==> src/verilog/scl_params.svh <==
// Purpose: Offsets, field positions, reset values and counts of the serializer block.
// Assumes: Included by bare name from the design file and the bench.
// Notes:   Definitions only.
`ifndef SCL_PARAMS_SVH
`define SCL_PARAMS_SVH

`define SCL_CTRL_OFS   8'h00
`define SCL_STAT_OFS   8'h04
`define SCL_CTRL_RST   8'h40
`define SCL_B_LOOP_TIMING_SELECT 0
`define SCL_B_BYPASS   1
`define SCL_B_REMOTE   2
`define SCL_B_DIGITAL  3
`define SCL_B_ANALOG   4
`define SCL_B_HIRATE   5
`define SCL_B_CLKOUT   6
`define SCL_B_TXEN     7
`define SCL_S_LOCKED   0
`define SCL_S_UNDERRUN 1
`define SCL_S_OVERFLOW 2
`define SCL_WORD_BITS  8
`define SCL_HI_DIV     2
`define SCL_LO_DIV     8
`define SCL_LOCK_EDGES 4
`define SCL_FIFO_DEPTH 8

`endif

==> src/verilog/scl_pkg.sv <==
// Purpose: Shared types of the serializer block.
// Assumes: Nothing is imported; users write scl_pkg::name.
// Notes:   Constants live in scl_params.svh.
package scl_pkg;
    // Source of the serializer's bit strobe, chosen by loop timing and bypass.
    typedef enum logic [1:0] {SRC_MULT, SRC_CDR, SRC_EXT} scl_src_t;
endpackage

==> src/verilog/scl_loopback_ctrl.sv <==
// Purpose: Byte serializer with clock-source selection and loopback steering.
// Assumes: All pins synchronous to ref_clk; bit clocks are strobes on ref_clk.
// Notes:   Line rates are scaled by divider parameters; the ratio is kept.
//
// Decided for this implementation: the Wishbone slave port and the register addresses.
`timescale 1ns/10ps
`include "scl_params.svh"

// ----------------------------------------------------------------
// Word FIFO between the capture register and the serializer.
// ----------------------------------------------------------------
module scl_fifo #(
    parameter int unsigned W = 8,
    parameter int unsigned D = 8
) (
    input  wire logic                 ref_clk,  // Clock.
    input  wire logic                 rst,      // Synchronous reset.
    input  wire logic                 clkEn,    // Freezes all state when low.
    input  wire logic                 inValid,  // Write request.
    output logic                      inReady,  // Not full.
    input  wire logic [W-1:0]         inData,   // Write data.
    output logic                      outValid, // Not empty.
    input  wire logic                 outReady, // Read request.
    output logic [W-1:0]              outData,  // Head word.
    output logic [$clog2(D):0]        level     // Words held.
);
    localparam int AW = $clog2(D);

    logic [W-1:0]  mem [D];
    logic [AW-1:0] wrPtr;
    logic [AW-1:0] rdPtr;
    logic          push;
    logic          pop;

    // Full and empty come straight from the word count.
    assign inReady  = (level != (AW+1)'(D));
    assign outValid = (level != '0);
    assign outData  = mem[rdPtr];
    assign push     = clkEn && inValid && inReady;
    assign pop      = clkEn && outReady && outValid;

    // Storage array.
    always_ff @(posedge ref_clk)
    begin
        if (push)
        begin
            mem[wrPtr] <= inData;
        end
    end

    // Pointers wrap at the depth, which need not be a power of two.
    always_ff @(posedge ref_clk)
    begin
        if (rst)
        begin
            wrPtr <= '0;
            rdPtr <= '0;
        end
        else
        begin
            if (push)
            begin
                wrPtr <= (wrPtr == AW'(D-1)) ? '0 : wrPtr + 1'b1;
            end
            if (pop)
            begin
                rdPtr <= (rdPtr == AW'(D-1)) ? '0 : rdPtr + 1'b1;
            end
        end
    end

    // Word count.
    always_ff @(posedge ref_clk)
    begin
        if (rst)
        begin
            level <= '0;
        end
        else if (push && !pop)
        begin
            level <= level + 1'b1;
        end
        else if (pop && !push)
        begin
            level <= level - 1'b1;
        end
    end
endmodule

// Summary of operation
// - Serialize bit 7 first down to bit 0.
// - Bit rate is eight times word rate.
// - Multiplier locks to reference, makes bit clock.
// - Reference inputs combined through exclusive-NOR.
// - Loop timing uses internally recovered clock.
// - Bypass samples receive on external clock rise.
// - Bypass plus loop timing transmits external clock.
// - Transmit source multiplier, internal or external.
// - Remote loop sends received bits, recovered clock.
// - Remote loop still deserializes, word clock divided.
// - Digital loop feeds serializer into receive.
// - Digital loop keeps transmitting on selected transmit clock.
// - Analog loop feeds transmit stream to recovery.
// - Remote plus digital gives split loopback.
// - Output word clock is bit clock divided eight.
// - Words captured on word clock rising edge.
// - Direction low makes word clock an input.
module scl_loopback_ctrl #(
    parameter int unsigned HI_DIV     = `SCL_HI_DIV,
    parameter int unsigned LO_DIV     = `SCL_LO_DIV,
    parameter int unsigned LOCK_EDGES = `SCL_LOCK_EDGES,
    parameter int unsigned FIFO_DEPTH = `SCL_FIFO_DEPTH
) (
    input  wire logic        ref_clk,                  // 100 MHz clock.
    input  wire logic        rst,                      // Synchronous reset, high.
    input  wire logic        clkEn,                    // Freezes all state when low.
    input  wire logic        wb_cyc_i,                 // Wishbone cycle.
    input  wire logic        wb_stb_i,                 // Wishbone strobe.
    input  wire logic        wb_we_i,                  // Wishbone write.
    input  wire logic [7:0]  wb_adr_i,                 // Byte address.
    input  wire logic [3:0]  wb_sel_i,                 // Byte lanes.
    input  wire logic [31:0] wb_dat_i,                 // Write data.
    output logic      [31:0] wb_dat_o,                 // Read data.
    output logic             wb_ack_o,                 // Acknowledge.
    input  wire logic        diffRefClockIn,           // Differential reference.
    input  wire logic        singleEndedRefClockIn,    // Single-ended reference.
    input  wire logic        serialRxIn,               // Serial receive data.
    input  wire logic        externalRecoveredClockIn, // External recovered clock.
    input  wire logic [7:0]  txParallelData,           // Transmit word.
    input  wire logic        txWordClockIn,            // Word clock pin, input side.
    output logic             txWordClockOut,           // Word clock pin, output side.
    output logic             txWordClockOe_n,          // Low while driving the pin.
    output logic             txDataReady,              // FIFO can take a word.
    output logic             serialTxOut,              // Serial transmit data.
    output logic      [7:0]  rxParallelData,           // Received word.
    output logic             rxWordClockOut            // Receive word clock.
);
    // ----------------------------------------------------------------
    // Declarations
    // ----------------------------------------------------------------
    logic [7:0] ctrl;
    logic       underrun;
    logic       overflow;
    logic       refComb;
    logic       refPrev;
    logic [7:0] refEdgeCnt;
    logic       locked;
    logic [7:0] divSel;
    logic [7:0] multCnt;
    logic       multStrobe;
    logic       cdrIn;
    logic       cdrPrev;
    logic [7:0] cdrCnt;
    logic       cdrStrobe;
    logic       cdrBit;
    logic       extPrev;
    logic       extStrobe;
    logic       extBit;
    logic       recStrobe;
    logic       recBit;
    logic       serStrobe;
    logic       txStrobe;
    logic [2:0] bitCnt;
    logic [7:0] shReg;
    logic       loadSlot;
    logic       wcPrev;
    logic       wordCap;
    logic       pushValid;
    logic [7:0] pushData;
    logic       fifoInReady;
    logic       fifoOutValid;
    logic [7:0] fifoOutData;
    logic       fifoPop;
    logic [$clog2(FIFO_DEPTH):0] fifoLevel;
    logic       rxStrobe;
    logic       rxBitIn;
    logic [2:0] rxCnt;
    logic [6:0] rxSh;
    logic       wbReq;
    logic       loop_timing_select;
    logic       bypass;
    logic       remote;
    logic       digital;
    logic       txEn;
    scl_pkg::scl_src_t txSrc;

    assign loop_timing_select = ctrl[`SCL_B_LOOP_TIMING_SELECT];
    assign bypass   = ctrl[`SCL_B_BYPASS];
    assign remote   = ctrl[`SCL_B_REMOTE];
    assign digital  = ctrl[`SCL_B_DIGITAL];
    assign txEn     = ctrl[`SCL_B_TXEN];

    // ----------------------------------------------------------------
    // Wishbone slave
    // ----------------------------------------------------------------
    // One-cycle answer; unmapped addresses ack with zero and drop writes.
    assign wbReq = wb_cyc_i && wb_stb_i && !wb_ack_o;

    always_ff @(posedge ref_clk)
    begin
        if (rst)
        begin
            wb_ack_o <= 1'b0;
            wb_dat_o <= '0;
        end
        else if (clkEn)
        begin
            wb_ack_o <= wbReq;
            wb_dat_o <= '0;
            if (wbReq && !wb_we_i && wb_adr_i == `SCL_CTRL_OFS)
            begin
                wb_dat_o <= {24'h000000, ctrl};
            end
            else if (wbReq && !wb_we_i && wb_adr_i == `SCL_STAT_OFS)
            begin
                wb_dat_o <= {16'h0000, rxParallelData, 4'(fifoLevel),
                             1'b0, overflow, underrun, locked};
            end
        end
    end

    // Select levels are meant to be static; a change may glitch the line.
    always_ff @(posedge ref_clk)
    begin
        if (rst)
        begin
            ctrl <= `SCL_CTRL_RST;
        end
        else if (clkEn && wbReq && wb_we_i && wb_sel_i[0] && wb_adr_i == `SCL_CTRL_OFS)
        begin
            ctrl <= wb_dat_i[7:0];
        end
    end

    // Sticky errors clear on a written one; a new event wins over the clear.
    always_ff @(posedge ref_clk)
    begin
        if (rst)
        begin
            underrun <= 1'b0;
            overflow <= 1'b0;
        end
        else if (clkEn)
        begin
            if (wbReq && wb_we_i && wb_sel_i[0] && wb_adr_i == `SCL_STAT_OFS)
            begin
                underrun <= underrun & ~wb_dat_i[`SCL_S_UNDERRUN];
                overflow <= overflow & ~wb_dat_i[`SCL_S_OVERFLOW];
            end
            if (loadSlot && txEn && !fifoOutValid)
            begin
                underrun <= 1'b1;
            end
            if (pushValid && !fifoInReady)
            begin
                overflow <= 1'b1;
            end
        end
    end

    // ----------------------------------------------------------------
    // Clock multiplier
    // ----------------------------------------------------------------
    // Grounding one reference input passes the other, inverted, through the XNOR.
    always_ff @(posedge ref_clk)
    begin
        if (rst)
        begin
            refComb    <= 1'b0;
            refPrev    <= 1'b0;
            refEdgeCnt <= '0;
            locked     <= 1'b0;
        end
        else if (clkEn)
        begin
            refComb <= ~(diffRefClockIn ^ singleEndedRefClockIn);
            refPrev <= refComb;
            if (!locked && refComb && !refPrev)
            begin
                refEdgeCnt <= refEdgeCnt + 1'b1;
                locked     <= (refEdgeCnt == 8'(LOCK_EDGES - 1));
            end
        end
    end

    // Bit period in ref_clk cycles; high rate is four times the low rate.
    assign divSel = ctrl[`SCL_B_HIRATE] ? 8'(HI_DIV) : 8'(LO_DIV);

    always_ff @(posedge ref_clk)
    begin
        if (rst)
        begin
            multCnt    <= '0;
            multStrobe <= 1'b0;
        end
        else if (clkEn)
        begin
            multStrobe <= locked && multCnt == '0;
            if (!locked || multCnt == '0)
            begin
                multCnt <= divSel - 8'h01;
            end
            else
            begin
                multCnt <= multCnt - 8'h01;
            end
        end
    end

    // ----------------------------------------------------------------
    // Clock recovery, internal and external
    // ----------------------------------------------------------------
    // Analog loop puts the transmitted stream on the recovery input.
    assign cdrIn = ctrl[`SCL_B_ANALOG] ? serialTxOut : serialRxIn;

    // Phase counter restarts on each data edge and strobes mid-bit.
    always_ff @(posedge ref_clk)
    begin
        if (rst)
        begin
            cdrPrev   <= 1'b0;
            cdrCnt    <= '0;
            cdrStrobe <= 1'b0;
            cdrBit    <= 1'b0;
        end
        else if (clkEn)
        begin
            cdrPrev   <= cdrIn;
            cdrStrobe <= !bypass && cdrCnt == (divSel >> 1);
            if (bypass || cdrIn != cdrPrev || cdrCnt == divSel - 8'h01)
            begin
                cdrCnt <= '0;
            end
            else
            begin
                cdrCnt <= cdrCnt + 8'h01;
            end
            if (cdrCnt == (divSel >> 1))
            begin
                cdrBit <= cdrIn;
            end
        end
    end

    // External clock: receive data is taken at its rising edge.
    always_ff @(posedge ref_clk)
    begin
        if (rst)
        begin
            extPrev   <= 1'b0;
            extStrobe <= 1'b0;
            extBit    <= 1'b0;
        end
        else if (clkEn)
        begin
            extPrev   <= externalRecoveredClockIn;
            extStrobe <= bypass && externalRecoveredClockIn && !extPrev;
            if (externalRecoveredClockIn && !extPrev)
            begin
                extBit <= serialRxIn;
            end
        end
    end

    assign recStrobe = bypass ? extStrobe : cdrStrobe;
    assign recBit    = bypass ? extBit : cdrBit;

    // ----------------------------------------------------------------
    // Transmit clock selection and serializer
    // ----------------------------------------------------------------
    // Loop timing picks internal or external recovery by the bypass level.
    always_comb
    begin
        if (!loop_timing_select)
        begin
            txSrc = scl_pkg::SRC_MULT;
        end
        else if (bypass)
        begin
            txSrc = scl_pkg::SRC_EXT;
        end
        else
        begin
            txSrc = scl_pkg::SRC_CDR;
        end
    end

    always_comb
    begin
        case (txSrc)
            scl_pkg::SRC_MULT: serStrobe = multStrobe;
            scl_pkg::SRC_CDR:  serStrobe = cdrStrobe;
            scl_pkg::SRC_EXT:  serStrobe = extStrobe;
            default:           serStrobe = multStrobe;
        endcase
    end

    // Remote loop retimes on the recovered clock whatever the source.
    assign txStrobe = remote ? recStrobe : serStrobe;
    assign loadSlot = clkEn && serStrobe && bitCnt == 3'd7;
    assign fifoPop  = loadSlot && txEn;

    // Load once per eight strobes so no bit is dropped or repeated.
    always_ff @(posedge ref_clk)
    begin
        if (rst)
        begin
            bitCnt <= 3'd7;
            shReg  <= '0;
        end
        else if (clkEn && serStrobe)
        begin
            bitCnt <= bitCnt + 3'd1;
            if (bitCnt == 3'd7)
            begin
                shReg <= (txEn && fifoOutValid) ? fifoOutData : 8'h00;
            end
            else
            begin
                shReg <= {shReg[6:0], 1'b0};
            end
        end
    end

    // Retimer; in digital loop the selected transmit clock keeps transmitting.
    always_ff @(posedge ref_clk)
    begin
        if (rst)
        begin
            serialTxOut <= 1'b0;
        end
        else if (clkEn && txStrobe)
        begin
            serialTxOut <= remote ? recBit : shReg[7];
        end
    end

    // ----------------------------------------------------------------
    // Word clock pin and word capture
    // ----------------------------------------------------------------
    // Output word clock is high for the first four bits of each word.
    always_ff @(posedge ref_clk)
    begin
        if (rst)
        begin
            txWordClockOut  <= 1'b0;
            txWordClockOe_n <= 1'b1;
            wcPrev          <= 1'b0;
        end
        else if (clkEn)
        begin
            txWordClockOe_n <= ~ctrl[`SCL_B_CLKOUT];
            wcPrev          <= txWordClockIn;
            if (!ctrl[`SCL_B_CLKOUT])
            begin
                txWordClockOut <= 1'b0;
            end
            else if (serStrobe)
            begin
                txWordClockOut <= ~(bitCnt + 3'd1) >> 2 == 3'd1;
            end
        end
    end

    // Capture at the rising word clock edge, own or supplied.
    assign wordCap = ctrl[`SCL_B_CLKOUT] ? loadSlot
                                         : (clkEn && txWordClockIn && !wcPrev);

    always_ff @(posedge ref_clk)
    begin
        if (rst)
        begin
            pushValid   <= 1'b0;
            pushData    <= '0;
            txDataReady <= 1'b0;
        end
        else if (clkEn)
        begin
            pushValid   <= wordCap && txEn;
            pushData    <= txParallelData;
            txDataReady <= fifoInReady;
        end
    end

    scl_fifo #(
        .W (8),
        .D (FIFO_DEPTH)
    ) u_fifo (
        .ref_clk  (ref_clk),
        .rst      (rst),
        .clkEn    (clkEn),
        .inValid  (pushValid),
        .inReady  (fifoInReady),
        .inData   (pushData),
        .outValid (fifoOutValid),
        .outReady (fifoPop),
        .outData  (fifoOutData),
        .level    (fifoLevel)
    );

    // ----------------------------------------------------------------
    // Receive path and deserializer
    // ----------------------------------------------------------------
    // Digital loop takes serializer bits on the serializer's own strobe.
    assign rxStrobe = digital ? serStrobe : recStrobe;
    assign rxBitIn  = digital ? shReg[7] : recBit;

    always_ff @(posedge ref_clk)
    begin
        if (rst)
        begin
            rxCnt          <= '0;
            rxSh           <= '0;
            rxParallelData <= '0;
            rxWordClockOut <= 1'b0;
        end
        else if (clkEn && rxStrobe)
        begin
            rxCnt          <= rxCnt + 3'd1;
            rxSh           <= {rxSh[5:0], rxBitIn};
            rxWordClockOut <= (rxCnt + 3'd1) < 3'd4;
            if (rxCnt == 3'd7)
            begin
                rxParallelData <= {rxSh, rxBitIn};
            end
        end
    end
endmodule

==> config.mk <==
export PLATFORM = sky130hd
export DESIGN_NAME = scl_loopback_ctrl
export DESIGN_NICKNAME = d
export VERILOG_FILES = /design/src/verilog/scl_pkg.sv /design/src/verilog/scl_loopback_ctrl.sv
export VERILOG_INCLUDE_DIRS = /design/src /design/src/verilog
export SDC_FILE = /design/constraint.sdc
export NUM_CORES = 1
export LEC_CHECK = 0
export ABC_AREA = 1
export BUFFER_PORTS_ARGS = -buffer_cell sky130_fd_sc_hd__buf_2
export CORE_UTILIZATION = 58
export CTS_BUF_LIST = sky130_fd_sc_hd__clkbuf_4 sky130_fd_sc_hd__clkbuf_8 sky130_fd_sc_hd__clkbuf_16
export DETAILED_ROUTE_END_ITERATION = 8
export MAX_ROUTING_LAYER = met4
export PLACE_DENSITY = 0.85
export SYNTH_ARGS = -nofsm -noshare
export SYNTH_HDL_FRONTEND = slang
export SYNTH_SLANG_ARGS = --single-unit
==> constraint.sdc <==
create_clock -name ref_clk -period 5.48 [get_ports ref_clk]
set_clock_uncertainty 0.1 [all_clocks]
set_input_delay 1.096 -clock ref_clk [delete_from_list [all_inputs] [get_ports ref_clk]]
set_output_delay 1.096 -clock ref_clk [all_outputs]
set_load 0.01 [all_outputs]
==> results.py <==
metrics = {
    "die": {
        "die_y_um": 121,
        "die_width_um": 121,
        "core_um2": 13500,
        "start_util_pct": 60.6,
        "ioPinCount": 109,
        "rows": 42,
        "dieArea_um2": 14500,
    },
    "setup_path": {
        "critPathArrivalTime_ns": 3.09,
        "reg2regPathDepth": 13,
        "cp-end-kind": "flop",
        "path_buf_inv": 3,
        "crit_slowest_cell": "buf_4",
        "crit_family": "buffers and inverters",
        "setup.worst_path.class": "in -> reg",
        "crit_start": "clkEn",
        "startpoint_type": "primary input",
        "critPathMaxStageDelay_ns": 0.47,
        "r2r-start": "bitCnt[0]$_SDFFE_PP1N_",
        "rrSetupSlack_ns": 2.82,
        "crit_required_ns": 5.68,
        "crit_cells": 11,
        "r2r_end": "u_fifo.level[3]$_SDFFE_PP0P_",
        "critPathMaxFanout": 48,
        "worstPathCellList": "buf_2, buf_4, nand3_2, ha_1, inv_1, ha_1, nand3_1, nand3_1, xor2_1, nand2_1, a21oi_1",
    },
    "detailed_routing": {
        "dr.pass1.iters": 5,
        "drt_iter0_drc": 502,
        "num_vias": 6693,
        "drc": 0,
        "wl_mm": 18.0,
        "routedWlPerCell_um": 14.4,
        "viasPerCell": 5.36,
        "ant_nets": 0,
    },
    "grt": {
        "grt_max_degree": 51,
        "grt_use_total_pct": 26.7,
        "grt_pass1_vias": 6352,
        "grt_pass1_wl_mm": 29.3,
        "antenna_found_initial": 0,
        "grt-ovfl-total": 0,
    },
    "logic_synthesis": {
        "async_flop_share_pct": 0,
        "synth_ff_type": "dfxtp_1",
        "yosysTopAreaCellShare_pct": 29.0,
        "synth_commonest_cells": "231 x nand2_1, 153 x nor2_1, 118 x dfxtp_1, 99 x inv_1, 92 x nand3_1",
        "avgSynthCellArea_um2": 8.08,
        "synthCells": 1010,
        "synth_area_leaders": "dfxtp_1 29%, edfxtp_1 24%, nand2_1 11%",
        "yosys.area.top_type": "dfxtp_1",
        "synth_edf_count": 64,
        "synth_area_um2": 8160,
        "synthesis.yosys.warnings": 0,
        "yosysMostFrequentCell": "nand2_1",
        "ys_types": 41,
        "ys_seq_area_share_pct": 52.5,
        "ys_ff_latch": 182,
    },
    "clocking": {
        "cts_sinks": 182,
        "clockRootBuffer": "clkbuf_16",
        "ctsHoldBuffers": 0,
        "cts_buffers": 17,
        "clkLatencyLatePin_ns": 0.44,
        "post_cts_buffers": 0,
        "cts_tree": "done",
        "path_clk_slew_ns": 0.06,
        "cts_resized": 0,
        "max-clock-path-buffers": 2,
        "cts_max_level": 4,
    },
    "timing": {
        "hold_viol_final": 0,
        "timing.final.crit_period_ns": 2.89,
        "slew_headroom_pct": 35.0,
        "drv_slew": 0,
        "fin_crit_sh_pct": 52.7,
        "rsz0062_at_grt": "false",
        "holdWs_ns": 0.363,
        "tightestPinTransition_ns": 0.974,
        "finalSetupTns_ns": 0,
        "setup_viol": 0,
        "fmax_mhz": 346,
    },
    "layout": {
        "instances_no_fill": 1248,
        "largest_reg_flops": 64,
        "fin_area_um2": 9110,
        "largestRegisters": "u_fifo.mem x64, wb_dat_o x16",
        "nets": 1138,
        "antenna_cells": 0,
        "syn2layout_area_growth_pct": 11.7,
        "registers.top_by_ff_count": "u_fifo.mem",
        "drive_above_1_share_pct": 11.3,
    },
    "place": {
        "portBuffers": 65,
        "dp_hpwl_mm": 11.8,
        "gp_congestion": 0.834,
        "dpl.cell_count": 1216,
        "place_area_um2": 8500,
    },
    "worst_hold_path": {
        "hold_end": "wb_dat_o[13]$_SDFFE_PP0P_",
        "min_from": "wb_dat_o[13]$_SDFFE_PP0P_",
        "min_path_type": "reg -> reg",
        "hold_depth": 2,
    },
    "status": {
        "status": "finished, final reports clean",
    },
    "flow_run": {
        "cap_violations": 0,
    },
    "pwr": {
        "powerDensity_nw_per_um2": 307,
        "vdd_drop_max_v": 0.000238,
        "p_leak_nw": 3.87,
    },
}
[where the power goes]
part / internal [mW] / total (mW) / switching, mW
clock: 0.752 / 1.26 / 0.507
sequential: 1.41 / 1.43 / 0.0177
combinational: 0.0370 / 0.110 / 0.0732
total: 2.20 / 2.80 / 0.598
[tightest hold or removal path: cells and delay by family, from the launching register on]
kind	cells	cell delay, ns
flip-flops	1	0.31
AND/OR/NAND/NOR	1	0.06
AO/OA/AOI/OAI	1	0.05
[kinds of logic after synthesis]
logic type	count (synthesis)	synth area share, %
fa+ha+maj	16	2.55
flops	182	52.5
simple gates	515	27.1
xor+xnor	15	1.61
other cells	1	0.0460
buf+inv	160	8.51
compound gates	121	7.71
[cell usage in the layout, fill, tap and decap left out, drive strengths merged]
master,Yosys,final
buf,30,69
nand2,234,234
nand3,97,97
fa,1,1
a21oi,61,61
nor3b,1,1
nor4,1,1
nand3b,4,4
xor2,11,11
edfxtp,64,64
ha,15,15
or2,2,2
clkinvlp,0,3
dfxtp,118,118
conb,1,16
o211ai,2,2
and3,1,1
bufinv,0,3
nor3,5,5
o211a,1,1
inv,104,104
a22oi,1,1
nor2,155,155
nand4,15,15
xnor2,4,4
clkbuf,24,20
clkinv,2,8
o21ai,56,56
[layout make-up]
| cell class | instances | area, um^2 |
|---|---|---|
| flip-flops and latches | 182 | 4280 |
| clock buffers | 20 | 465 |
| well taps | 176 | 220 |
| fillers | 1070 | 4340 |
| repair buffers | 69 | 355 |
| multi-input cells | 683 | 3240 |
| inverters | 106 | 400 |
| clock inverters | 12 | 153 |
[stage by stage]
step / worst slack [ns] / total power, mW / util [%]
after floorplan: 2.73 / 1.54 / -
after global placement: 2.23 / 1.56 / 63.2
after detailed placement: 2.19 / 1.57 / 63.2
after CTS: 2.63 / 2.81 / 67.7
after global routing: 2.46 / 2.89 / 67.7
final: 2.59 / 2.80 / 67.7
[per-layer routing]
layer / vias up / wire [um] / part of all wire, % / GRT usage, %
met5: - / 0 / 0 / -
met4: 0 / 318 / 1.8 / 9.57
met3: 33 / 1030 / 5.7 / 5.33
met2: 226 / 9000 / 50 / 45.1
met1: 3101 / 7610 / 42 / 31.9
li1: 3333 / - / - / -
[worst max path at each step]
stage,to,slack (ns)
finish,u_fifo.level[3]$_SDFFE_PP0P_,2.59
global route,u_fifo.level[3]$_SDFFE_PP0P_,2.46
CTS,u_fifo.level[3]$_SDFFE_PP0P_,2.63
detailed placement,u_fifo.level[3]$_SDFFE_PP0P_,2.19
global placement,u_fifo.level[3]$_SDFFE_PP0P_,2.23
floorplan,u_fifo.level[3]$_SDFFE_PP0P_,2.73
(Power assumes the default switching activity.)
